--- config.mk ---
export PLATFORM = sky130hd
export DESIGN_NAME = fwm_fault_warning_manager
export DESIGN_NICKNAME = d
export VERILOG_FILES = /design/src/rtl/fwm_pkg.sv /design/src/rtl/fwm_fault_warning_manager.sv
export VERILOG_INCLUDE_DIRS = /design/src /design/src/rtl
export SDC_FILE = /design/constraint.sdc
export NUM_CORES = 2
export LEC_CHECK = 0
export BUFFER_PORTS_ARGS = -buffer_cell sky130_fd_sc_hd__buf_2
export CAP_MARGIN = 20
export CORE_AREA = 5 5 506 508
export DETAILED_ROUTE_END_ITERATION = 7
export DIE_AREA = 0 0 511 513
export PLACE_DENSITY = 0.52
export SKIP_CTS_REPAIR_TIMING = 1
export SLEW_MARGIN = 20
export SYNTH_ARGS = -nofsm -noshare
export SYNTH_HDL_FRONTEND = slang
export SYNTH_SLANG_ARGS = --single-unit
--- constraint.sdc ---
create_clock -name sys_clk -period 63.4 [get_ports sys_clk]
set_input_delay 6.34 -clock sys_clk [delete_from_list [all_inputs] [get_ports sys_clk]]
set_output_delay 6.34 -clock sys_clk [all_outputs]
set_load 0.02 [all_outputs]
--- src/rtl/fwm_regs.svh ---
// Parameter numbers, reset values, class nibbles, timing and code table bounds.
// Assumes it is included by bare name wherever these constants are needed.
`ifndef FWM_REGS_SVH
`define FWM_REGS_SVH

`define FWM_P_FAULT_RESET 8'h00
`define FWM_P_SYS_INIT 8'h01
`define FWM_P_HIST_SEL 8'h02
`define FWM_P_HIST_CODE 8'h03
`define FWM_P_HIST_STAT0 8'h04
`define FWM_P_HIST_STAT_LAST 8'h0B
`define FWM_P_OUT_LOGIC 8'h0C

`define FWM_RST_FAULT_RESET 16'h0000
`define FWM_RST_HIST_SEL 16'h0000
`define FWM_RST_OUT_LOGIC 3'h0

`define FWM_RESET_CMD 16'h0001
`define FWM_INIT_CMD_A 16'h0001
`define FWM_INIT_CMD_B 16'h0002

`define FWM_NIB_C1_NONRESET 4'h0
`define FWM_NIB_C1_RESET 4'h2
`define FWM_NIB_C2_RESET 4'h6
`define FWM_NIB_C3_WARN 4'hE

`define FWM_RST_HOLD_US 3000

`define FWM_C1N_GRP1_LO 12'h101
`define FWM_C1N_GRP1_HI 12'h136
`define FWM_C1N_ENC_INTF 12'h740
`define FWM_C1N_GRP2_LO 12'h201
`define FWM_C1N_GRP2_HI 12'h234
`define FWM_C1N_ENC_LO 12'hA33
`define FWM_C1N_ENC_HI 12'hA35
`define FWM_C1R_DUP_IN 12'h130
`define FWM_C1R_DO_LIMIT 12'h131
`define FWM_C1R_DQ_OVF 12'h207
`define FWM_C1R_OVERVOLT 12'h400
`define FWM_C1R_UNDERVOLT 12'h410

`define FWM_OUT_111 3'h7
`define FWM_OUT_110 3'h6
`define FWM_OUT_011 3'h3
`define FWM_OUT_010 3'h2
`define FWM_OUT_000 3'h0

`endif

--- src/rtl/fwm_pkg.sv ---
// Types shared by the fault and warning manager.
// Assumes the constants of fwm_regs.svh for numeric values.
package fwm_pkg;

  typedef enum logic [1:0] {
    FWM_C1_NONRESET,
    FWM_C1_RESET,
    FWM_C2_RESET,
    FWM_C3_WARN
  } fwm_class_t;

  typedef struct packed {
    fwm_class_t cls;
    logic [11:0] code;
  } fwm_event_t;

  typedef logic [7:0][15:0] fwm_status_t;

  typedef enum logic [1:0] {
    FWM_RF_IDLE,
    FWM_RF_HOLD,
    FWM_RF_WAIT_LOW
  } fwm_rf_state_t;

endpackage

--- src/rtl/fwm_fault_warning_manager.sv ---
// Fault and warning manager: grading, reset requests, history and code outputs.
// Assumes one system clock; events, discrete inputs and parameter access are synchronous.
// Summary of operation
// - Grade every event into four severity classes.
// - Reset request by parameter write or input.
// - Class-1 resettable and class-2 need servo off.
// - Warnings clear without servo off.
// - Alarm clear input acts on valid edge.
// - Level mode forces edge, needs 3 ms hold.
// - Keep ten entries with code and snapshot.
// - Five recurrences stored as one entry.
// - Reset and init write both clear history.
// - Index selects entry, code, eight status words.
// - Empty history entry reads zero code.
// - Code packs class nibble over event code.
// - Three outputs carry most severe active event code.
// - Output logic sets electrical level of valid.
// - Non-resettable codes map to fixed output patterns.
// - Non-resettable faults survive every reset request.
// - Some settings apply only once servo stops.
// - Class-1 resettable codes follow same scheme.
`timescale 1ns/1ps

`include "fwm_regs.svh"

module fwm_fault_warning_manager #(
  parameter int HIST_DEPTH = 10,
  parameter int REPEAT_LIMIT = 5,
  parameter int CLK_MHZ = 50,
  parameter int RST_HOLD_CYC = `FWM_RST_HOLD_US * CLK_MHZ
) (
  input wire logic sys_clk, // System clock.
  input wire logic nrst, // Asynchronous reset, active low.
  input wire logic clk_en, // Clock enable, freezes state when low.
  input wire logic evt_valid, // One-cycle pulse: an event occurs.
  input wire fwm_pkg::fwm_event_t evt, // Class and code of the event.
  input wire fwm_pkg::fwm_status_t evt_status, // Drive status at occurrence.
  input wire logic servo_enable, // Servo enable input, logically valid high.
  input wire logic alarm_clear_input, // Alarm clear discrete input, logical level.
  input wire logic reset_input_function, // Alarm clear function assigned to the input.
  input wire logic reset_in_high_speed, // The assigned input is a high-speed one.
  input wire logic reset_in_level_mode, // The assigned input is configured level valid.
  input wire logic code_out_bit1_function, // First code output assigned.
  input wire logic code_out_bit2_function, // Second code output assigned.
  input wire logic code_out_bit3_function, // Third code output assigned.
  input wire logic param_wr, // One-cycle parameter write strobe.
  input wire logic param_rd, // One-cycle parameter read strobe.
  input wire logic [7:0] param_addr, // Parameter number.
  input wire logic [15:0] param_wdata, // Parameter write value.
  output logic [15:0] param_rdata, // Parameter read value.
  output logic param_ack, // One-cycle answer to a strobe.
  output logic code_out_bit1, // First code output terminal level.
  output logic code_out_bit2, // Second code output terminal level.
  output logic code_out_bit3, // Third code output terminal level.
  output logic [3:0] class_active // Active flag per severity class.
);

  localparam int NCLS = 4;
  localparam int CW = $clog2(HIST_DEPTH + 1);
  localparam int IW = $clog2(HIST_DEPTH);
  localparam int RW = $clog2(REPEAT_LIMIT + 1);
  localparam int HW = $clog2(RST_HOLD_CYC + 1);

  function automatic logic [3:0] class_nibble(input fwm_pkg::fwm_class_t cls);
    case (cls)
      fwm_pkg::FWM_C1_NONRESET: class_nibble = `FWM_NIB_C1_NONRESET;
      fwm_pkg::FWM_C1_RESET: class_nibble = `FWM_NIB_C1_RESET;
      fwm_pkg::FWM_C2_RESET: class_nibble = `FWM_NIB_C2_RESET;
      default: class_nibble = `FWM_NIB_C3_WARN;
    endcase
  endfunction

  function automatic logic in_range(input logic [11:0] c, input logic [11:0] lo,
                                    input logic [11:0] hi);
    in_range = (c >= lo) && (c <= hi);
  endfunction

  // Maps an active event to its three-bit code, ordered third, second, first.
  // Events outside the table give 000.
  function automatic logic [2:0] code_map(input logic [1:0] cls, input logic [11:0] c);
    code_map = `FWM_OUT_000;
    if (cls == 2'(fwm_pkg::FWM_C1_NONRESET)) begin
      if (in_range(c, `FWM_C1N_GRP1_LO, `FWM_C1N_GRP1_HI) || c == `FWM_C1N_ENC_INTF) begin
        code_map = `FWM_OUT_111;
      end else if (in_range(c, `FWM_C1N_GRP2_LO, `FWM_C1N_GRP2_HI)) begin
        code_map = `FWM_OUT_110;
      end else if (in_range(c, `FWM_C1N_ENC_LO, `FWM_C1N_ENC_HI)) begin
        code_map = `FWM_OUT_010;
      end
    end else if (cls == 2'(fwm_pkg::FWM_C1_RESET)) begin
      if (c == `FWM_C1R_DUP_IN || c == `FWM_C1R_DO_LIMIT) begin
        code_map = `FWM_OUT_111;
      end else if (c == `FWM_C1R_DQ_OVF || c == `FWM_C1R_UNDERVOLT) begin
        code_map = `FWM_OUT_110;
      end else if (c == `FWM_C1R_OVERVOLT) begin
        code_map = `FWM_OUT_011;
      end
    end
  endfunction

  // Reset release through two flip-flops.
  // The synchroniser ignores clk_en so that a reset always ends.
  logic rst_s1_r;
  logic rst_n_r;
  always_ff @(posedge sys_clk or negedge nrst) begin
    if (!nrst) begin
      rst_s1_r <= 1'b0;
      rst_n_r <= 1'b0;
    end else begin
      rst_s1_r <= 1'b1;
      rst_n_r <= rst_s1_r;
    end
  end

  // Parameter decode.
  // Unmapped numbers decode to nothing; their writes are dropped but still answered.
  wire wr_fault_reset = param_wr && param_addr == `FWM_P_FAULT_RESET;
  wire wr_sys_init = param_wr && param_addr == `FWM_P_SYS_INIT;
  wire wr_hist_sel = param_wr && param_addr == `FWM_P_HIST_SEL;
  wire wr_out_logic = param_wr && param_addr == `FWM_P_OUT_LOGIC;
  wire stat_hit = param_addr >= `FWM_P_HIST_STAT0 && param_addr <= `FWM_P_HIST_STAT_LAST;
  wire [2:0] stat_idx = 3'(param_addr - `FWM_P_HIST_STAT0);

  // Alarm clear input filter. Starting in the wait state means a level already
  // valid at reset release is not taken as a request.
  // The hold counter restarts from zero whenever the input drops before the span
  // ends, so a short glitch never accumulates towards a request.
  fwm_pkg::fwm_rf_state_t rf_state_r;
  fwm_pkg::fwm_rf_state_t rf_state_nxt;
  logic [HW-1:0] hold_cnt_r;
  logic [HW-1:0] hold_cnt_nxt;
  logic din_req_nxt;
  wire din_valid = alarm_clear_input && reset_input_function && !reset_in_high_speed;
  wire hold_done = hold_cnt_r == HW'(RST_HOLD_CYC - 1);

  always_comb begin
    rf_state_nxt = rf_state_r;
    hold_cnt_nxt = hold_cnt_r;
    din_req_nxt = 1'b0;
    case (rf_state_r)
      fwm_pkg::FWM_RF_IDLE: begin
        hold_cnt_nxt = '0;
        if (din_valid && reset_in_level_mode) begin
          rf_state_nxt = fwm_pkg::FWM_RF_HOLD;
        end else if (din_valid) begin
          din_req_nxt = 1'b1;
          rf_state_nxt = fwm_pkg::FWM_RF_WAIT_LOW;
        end
      end
      fwm_pkg::FWM_RF_HOLD: begin
        if (!din_valid) begin
          rf_state_nxt = fwm_pkg::FWM_RF_IDLE;
        end else if (hold_done) begin
          din_req_nxt = 1'b1;
          rf_state_nxt = fwm_pkg::FWM_RF_WAIT_LOW;
        end else begin
          hold_cnt_nxt = HW'(hold_cnt_r + 1'b1);
        end
      end
      fwm_pkg::FWM_RF_WAIT_LOW: begin
        if (!din_valid) begin
          rf_state_nxt = fwm_pkg::FWM_RF_IDLE;
        end
      end
      default: rf_state_nxt = fwm_pkg::FWM_RF_WAIT_LOW;
    endcase
  end

  logic din_req_r;
  always_ff @(posedge sys_clk or negedge rst_n_r) begin
    if (!rst_n_r) begin
      rf_state_r <= fwm_pkg::FWM_RF_WAIT_LOW;
      hold_cnt_r <= '0;
      din_req_r <= 1'b0;
    end else if (clk_en) begin
      rf_state_r <= rf_state_nxt;
      hold_cnt_r <= hold_cnt_nxt;
      din_req_r <= din_req_nxt;
    end
  end

  // Reset requests and per-class clears. Class 0 has no clear term at all, so
  // nothing can remove a non-resettable fault short of a full reset. The servo
  // test looks at the level in the request cycle itself.
  wire reset_req = din_req_r || (wr_fault_reset && param_wdata == `FWM_RESET_CMD);
  wire servo_off_clr = reset_req && !servo_enable;
  wire [NCLS-1:0] class_clr = {reset_req, servo_off_clr, servo_off_clr, 1'b0};

  // Active events per class; a new event wins over a clear in the same cycle.
  // Each class keeps only its latest code.
  logic [NCLS-1:0] active_r;
  logic [11:0] act_code_r [NCLS];
  wire [NCLS-1:0] class_set;
  genvar gc;
  generate
    for (gc = 0; gc < NCLS; gc++) begin : g_class
      assign class_set[gc] = evt_valid && evt.cls == fwm_pkg::fwm_class_t'(gc);
      always_ff @(posedge sys_clk or negedge rst_n_r) begin
        if (!rst_n_r) begin
          active_r[gc] <= 1'b0;
          act_code_r[gc] <= '0;
        end else if (clk_en) begin
          active_r[gc] <= class_set[gc] || (active_r[gc] && !class_clr[gc]);
          if (class_set[gc]) begin
            act_code_r[gc] <= evt.code;
          end
        end
      end
    end
  endgenerate

  // History: entry 0 is the newest. A recurrence of the newest code bumps a counter
  // until REPEAT_LIMIT occurrences share one slot, then takes a new one. Shifting all entries on a
  // push keeps the read side a plain index with no pointer arithmetic.
  logic [15:0] hist_code_r [HIST_DEPTH];
  fwm_pkg::fwm_status_t hist_stat_r [HIST_DEPTH];
  logic [CW-1:0] hist_cnt_r;
  logic [CW-1:0] hist_cnt_nxt;
  logic [RW-1:0] rep_cnt_r;
  logic [RW-1:0] rep_cnt_nxt;
  wire [15:0] evt_packed = {class_nibble(evt.cls), evt.code};
  wire hist_clr = wr_sys_init &&
                  (param_wdata == `FWM_INIT_CMD_A || param_wdata == `FWM_INIT_CMD_B);
  wire dup = evt_valid && !hist_clr && hist_cnt_r != '0 && hist_code_r[0] == evt_packed &&
             rep_cnt_r < RW'(REPEAT_LIMIT - 1);
  wire push = evt_valid && !dup;
  wire hist_full = hist_cnt_r == CW'(HIST_DEPTH);

  assign hist_cnt_nxt = hist_clr ? CW'(push) :
                        (push && !hist_full) ? CW'(hist_cnt_r + 1'b1) : hist_cnt_r;
  assign rep_cnt_nxt = (push || hist_clr) ? '0 : dup ? RW'(rep_cnt_r + 1'b1) : rep_cnt_r;

  always_ff @(posedge sys_clk or negedge rst_n_r) begin
    if (!rst_n_r) begin
      hist_cnt_r <= '0;
      rep_cnt_r <= '0;
    end else if (clk_en) begin
      hist_cnt_r <= hist_cnt_nxt;
      rep_cnt_r <= rep_cnt_nxt;
    end
  end

  genvar gh;
  generate
    for (gh = 0; gh < HIST_DEPTH; gh++) begin : g_hist
      always_ff @(posedge sys_clk or negedge rst_n_r) begin
        if (!rst_n_r) begin
          hist_code_r[gh] <= '0;
          hist_stat_r[gh] <= '0;
        end else if (clk_en && push) begin
          hist_code_r[gh] <= (gh == 0) ? evt_packed : hist_code_r[(gh == 0) ? 0 : gh - 1];
          hist_stat_r[gh] <= (gh == 0) ? evt_status : hist_stat_r[(gh == 0) ? 0 : gh - 1];
        end
      end
    end
  endgenerate

  // Software registers. Output logic takes effect only while the servo is off.
  // The fault reset value is kept as written; software writes 0 back itself.
  logic [15:0] fault_reset_r;
  logic [15:0] hist_sel_r;
  logic [2:0] out_logic_pend_r;
  logic [2:0] out_logic_r;
  always_ff @(posedge sys_clk or negedge rst_n_r) begin
    if (!rst_n_r) begin
      fault_reset_r <= `FWM_RST_FAULT_RESET;
      hist_sel_r <= `FWM_RST_HIST_SEL;
      out_logic_pend_r <= `FWM_RST_OUT_LOGIC;
      out_logic_r <= `FWM_RST_OUT_LOGIC;
    end else if (clk_en) begin
      if (wr_fault_reset) begin
        fault_reset_r <= param_wdata;
      end
      if (wr_hist_sel) begin
        hist_sel_r <= param_wdata;
      end
      if (wr_out_logic) begin
        out_logic_pend_r <= param_wdata[2:0];
      end
      if (!servo_enable) begin
        out_logic_r <= out_logic_pend_r;
      end
    end
  end

  // Read selection. An index at or beyond the stored count reads as zero,
  // just like an empty history.
  wire hsel_ok = hist_sel_r < 16'(hist_cnt_r);
  wire [IW-1:0] hsel_idx = hist_sel_r[IW-1:0];
  wire [15:0] sel_code = hsel_ok ? hist_code_r[hsel_idx] : 16'h0000;
  wire [15:0] sel_stat = hsel_ok ? hist_stat_r[hsel_idx][stat_idx] : 16'h0000;
  wire [15:0] rd_data_w =
    (param_addr == `FWM_P_FAULT_RESET) ? fault_reset_r :
    (param_addr == `FWM_P_HIST_SEL) ? hist_sel_r :
    (param_addr == `FWM_P_HIST_CODE) ? sel_code :
    stat_hit ? sel_stat :
    (param_addr == `FWM_P_OUT_LOGIC) ? {13'h0000, out_logic_pend_r} : 16'h0000;

  // Every strobe taken while clk_en is high is answered one cycle later, mapped or not, so the host never waits.
  logic [15:0] param_rdata_r;
  logic param_ack_r;
  always_ff @(posedge sys_clk or negedge rst_n_r) begin
    if (!rst_n_r) begin
      param_rdata_r <= 16'h0000;
      param_ack_r <= 1'b0;
    end else if (clk_en) begin
      param_ack_r <= param_rd || param_wr;
      if (param_rd) begin
        param_rdata_r <= rd_data_w;
      end
    end
  end

  // Code output of the most severe active class.
  // An unassigned output stays at 0 whatever its output logic says.
  wire [1:0] top_cls = active_r[0] ? 2'h0 : active_r[1] ? 2'h1 : active_r[2] ? 2'h2 : 2'h3;
  wire [2:0] code_logical = (|active_r) ? code_map(top_cls, act_code_r[top_cls]) :
                            `FWM_OUT_000;
  wire [2:0] out_func = {code_out_bit3_function, code_out_bit2_function, code_out_bit1_function};
  wire [2:0] code_level_nxt = out_func & (code_logical ^ out_logic_r);

  logic [2:0] code_level_r;
  logic [3:0] class_active_r;
  always_ff @(posedge sys_clk or negedge rst_n_r) begin
    if (!rst_n_r) begin
      code_level_r <= 3'h0;
      class_active_r <= 4'h0;
    end else if (clk_en) begin
      code_level_r <= code_level_nxt;
      class_active_r <= active_r;
    end
  end

  assign param_rdata = param_rdata_r;
  assign param_ack = param_ack_r;
  assign code_out_bit1 = code_level_r[0];
  assign code_out_bit2 = code_level_r[1];
  assign code_out_bit3 = code_level_r[2];
  assign class_active = class_active_r;

endmodule

==> flow_summary.yaml <==
final_layout:
  fin_util_pct: 33.51
  fin_cells: 8346
  layout_common_cells: "1569 x dfrtp_1, 1050 x mux2_2, 476 x mux2_4"
  finalNetCount: 5035
  num-fill-cells: 24290
  drive_gt1_share_pct: 48.22
  areaGrowthSynthToFinish_pct: 12.33
  final_common_cell: "dfrtp_1"
  stdcell_area_um2: 84020
power:
  intPower_mw: 2.518
  p_leak_nw: 36.46
  cellPowerDensity_nw_per_um2: 40.97
  combinationalPowerShare_pct: 21.3
  pwr-share-seq_pct: 48.8
  p_clk_share_pct: 29.9
  p_switching_mw: 0.9245
  max-vdd-ir-drop_mv: 0.03026
  p_sw_share_pct: 26.86
  finalPower_mw: 3.442
worst_setup_path:
  required_ns: 64.07
  critPathKind: "in2reg"
  path_max_fanout: 164
  cp.depth: 12
  crit_family: "buffers and inverters"
  cp.arrival_ns: 12.86
  crit_path_max_incr_delay_ns: 0.97
  crit_buf_inv: 6
  reg2reg_depth: 12
  cpMostUsedCell: "buf_4"
  worst_setup_path_start_kind: "primary input"
  path_cells: "buf_2 -> buf_4 -> nor2_1 -> nand2_1 -> nor4_4 -> or4_1 -> nand2_8 -> buf_4 -> buf_4 -> buf_12 -> buf_4 -> mux2_2"
  crit_path_end_kind: "register"
  slowest_stage: "buf_4"
global_routing:
  grt_max_degree: 165
  grt_use_met2_pct: 21.35
  met3_usage_pct: 2.978
  grt_pass1_vias: 43520
  grt-busiest-layer: "met2"
  globalRouteOverflowTotal: 0
  grt.met1_usage_pct: 19.19
  antenna_found_initial: 31
  grt_first_pass_wirelength_mm: 279.6
  grt_usage_pct: 13.64
place:
  placed_area_um2: 78120
  detailed_place_hpwl_mm: 116.1
  port_buffers: 203
  routabilityCongestion: 0.8029
  dp.cells: 8015
cts:
  htree_levels: 4
  tritoncts: "done"
  cts_root_buf: "clkbuf_16"
  clk_latency_ns: 0.79
  cts_num_sinks: 1574
  clk_path_buf_depth: 3
  cts_made_buffers: 176
  path_clk_slew_ns: 0.06
yosys:
  post_synth_mux_area_share_pct: 37.71
  synth_compound_area_share_pct: 3.165
  synth_area_leaders: "dfrtp_1 53%, mux2_2 16%, mux2_4 9.6%, mux4_2 8.6%, mux2i_1 3.7%"
  yosysWarnings: 0
  avgSynthCellArea_um2: 15.89
  synth_cell_types: 79
  netlist_area_um2: 74800
  ys_ff_latch: 1574
  yosys.area_share.xor_xnor_pct: 0.3981
  ys.flop_type: "dfrtp_1"
  synth_top_family_by_area: "multiplexers"
  synthesis.nets: 4896
  postSynth.asyncResetShare_pct: 100.0
  synthCells: 4708
  ys_seq_area_share_pct: 52.66
  synthSimpleGateAreaFrac_pct: 2.263
  synth_edf_count: 0
  synth_top_area_share_pct: 52.62
  synth_top_cell_by_area: "dfrtp_1"
  synth_fa_ha_area_share_pct: 0.1338
outcome:
  status: "finished clean"
floorplanning:
  die_area_um2: 262100
  die_x_um: 511
  fp.dieH_um: 513
  num_rows: 184
  core_um2: 250700
  start_util_pct: 29.84
  ioPinCount: 204
routing:
  drt-total-wl_mm: 181.2
  ant_nets: 0
  routedWlPerCell_um: 21.71
  first_iter_violations: 2348
  drc: 0
  viasPerCell: 4.910
  dr.pass1.iters: 5
  num_vias: 40980
timing:
  fin_tns_setup_ns: 0
  slew_violations: 0
  report.final.setup_viol: 0
  worst_slew_pin_slew_ns: 1.142
  min_period_ns: 12.19
  rsz0062_at_grt: "no"
  maxSlewHeadroom_pct: 22.66
  hold_viol: 0
  period_share_pct: 19.22
  fin_worst_skew_ns: 0.04463
  max_freq_mhz: 82.06
min_path:
  hold_depth: 0
  hp-class: "reg2reg"
flow_run:
  maxCapViolations: 0
-- layer usage --
layer | up-vias | part of all wire, %
met1 | 21960 | 47
met5 | - | 0.029
li1 | 18030 | -
met3 | 267 | 5.1
met2 | 720 | 46
met4 | 8 | 2.3
-- synth_stat cells (all sizes together) (14+ instances only) --
cell / count
a211oi: 18
a21oi: 32
and2: 21
buf: 256
clkbuf: 78
dfrtp: 1573
inv: 26
mux2: 1526
mux2i: 279
mux4: 286
nand2: 85
nand3: 21
nand4: 33
nor2: 65
nor3: 23
o21ai: 67
o221ai: 113
xnor2: 14
xor2: 20
-- final timing paths --
path | startpoint | slack, ns | end
max in group asynchronous | nrst | 57.97 | rst_n_r
setup / recovery | param_addr[2] | 51.21 | hist_stat_r[257]
min in group asynchronous | rst_n_r | 0.39 | hist_stat_r[1202]
hold / removal | rst_s1_r | 0.35 | rst_n_r
hold reg to reg | rst_s1_r | 0.35 | rst_n_r
setup reg to reg | hist_cnt_r[0] | 56.27 | hist_stat_r[257]
-- logic make-up after synthesis --
logic type               Yosys count
XOR/XNOR                          34
AO/OA/AOI/OAI                    318
flip-flops                      1574
AND/OR/NAND/NOR                  322
adder cells (fa/ha/maj)            8
buffers and inverters            360
multiplexers                    2091
other                              1
-- power by group through the flow --
| stage | sequential, mW | combinational [mW] | clock, mW |
|---|---|---|---|
| after floorplan | 1.62 | 0.638 | 0 |
| after global placement | 1.68 | 0.722 | 0 |
| after detailed placement | 1.69 | 0.743 | 0 |
| after CTS | 1.68 | 0.746 | 1.07 |
| after global routing | 1.73 | 0.802 | 1.11 |
| final | 1.68 | 0.734 | 1.03 |
-- metrics by stage --
stage,setup WS [ns],hold slack (ns)
after floorplan,16.28,0.3312
after global routing,50.99,0.3687
after global placement,50.51,0.3357
after detailed placement,50.45,0.3385
final,51.21,0.3505
after CTS,51.30,0.3527
-- layout make-up --
class / count / area, um^2 / share of cell area (%)
Multi-Input combinational cell: 2774 / 32700 / 38.91
Antenna cell: 12 / 30.03 / 0.03574
Clock buffer: 273 / 5264 / 6.265
Sequential cell: 1574 / 39400 / 46.90
Clock inverter: 44 / 570.5 / 0.6790
Inverter: 26 / 105.1 / 0.1251
Tap cell: 3348 / 4189 / 4.985
Timing Repair Buffer: 295 / 1764 / 2.100
-- sequential cells by signal (all words and copies together) (netlist names) --
register          count
rep_cnt_r             3
active_r              4
din_req_r             1
rst_n_r               1
act_code_r           48
class_active          4
hist_stat_r        1280
hist_sel_r           16
param_rdata          16
hold_cnt_r           18
hist_code_r         150
rst_s1_r              1
out_logic_pend_r      3
out_logic_r           3
rf_state_r            2
code_level_r          3
param_ack             1
hist_cnt_r            4
fault_reset_r        16
Note: power is estimated with default switching activity, not from simulation.
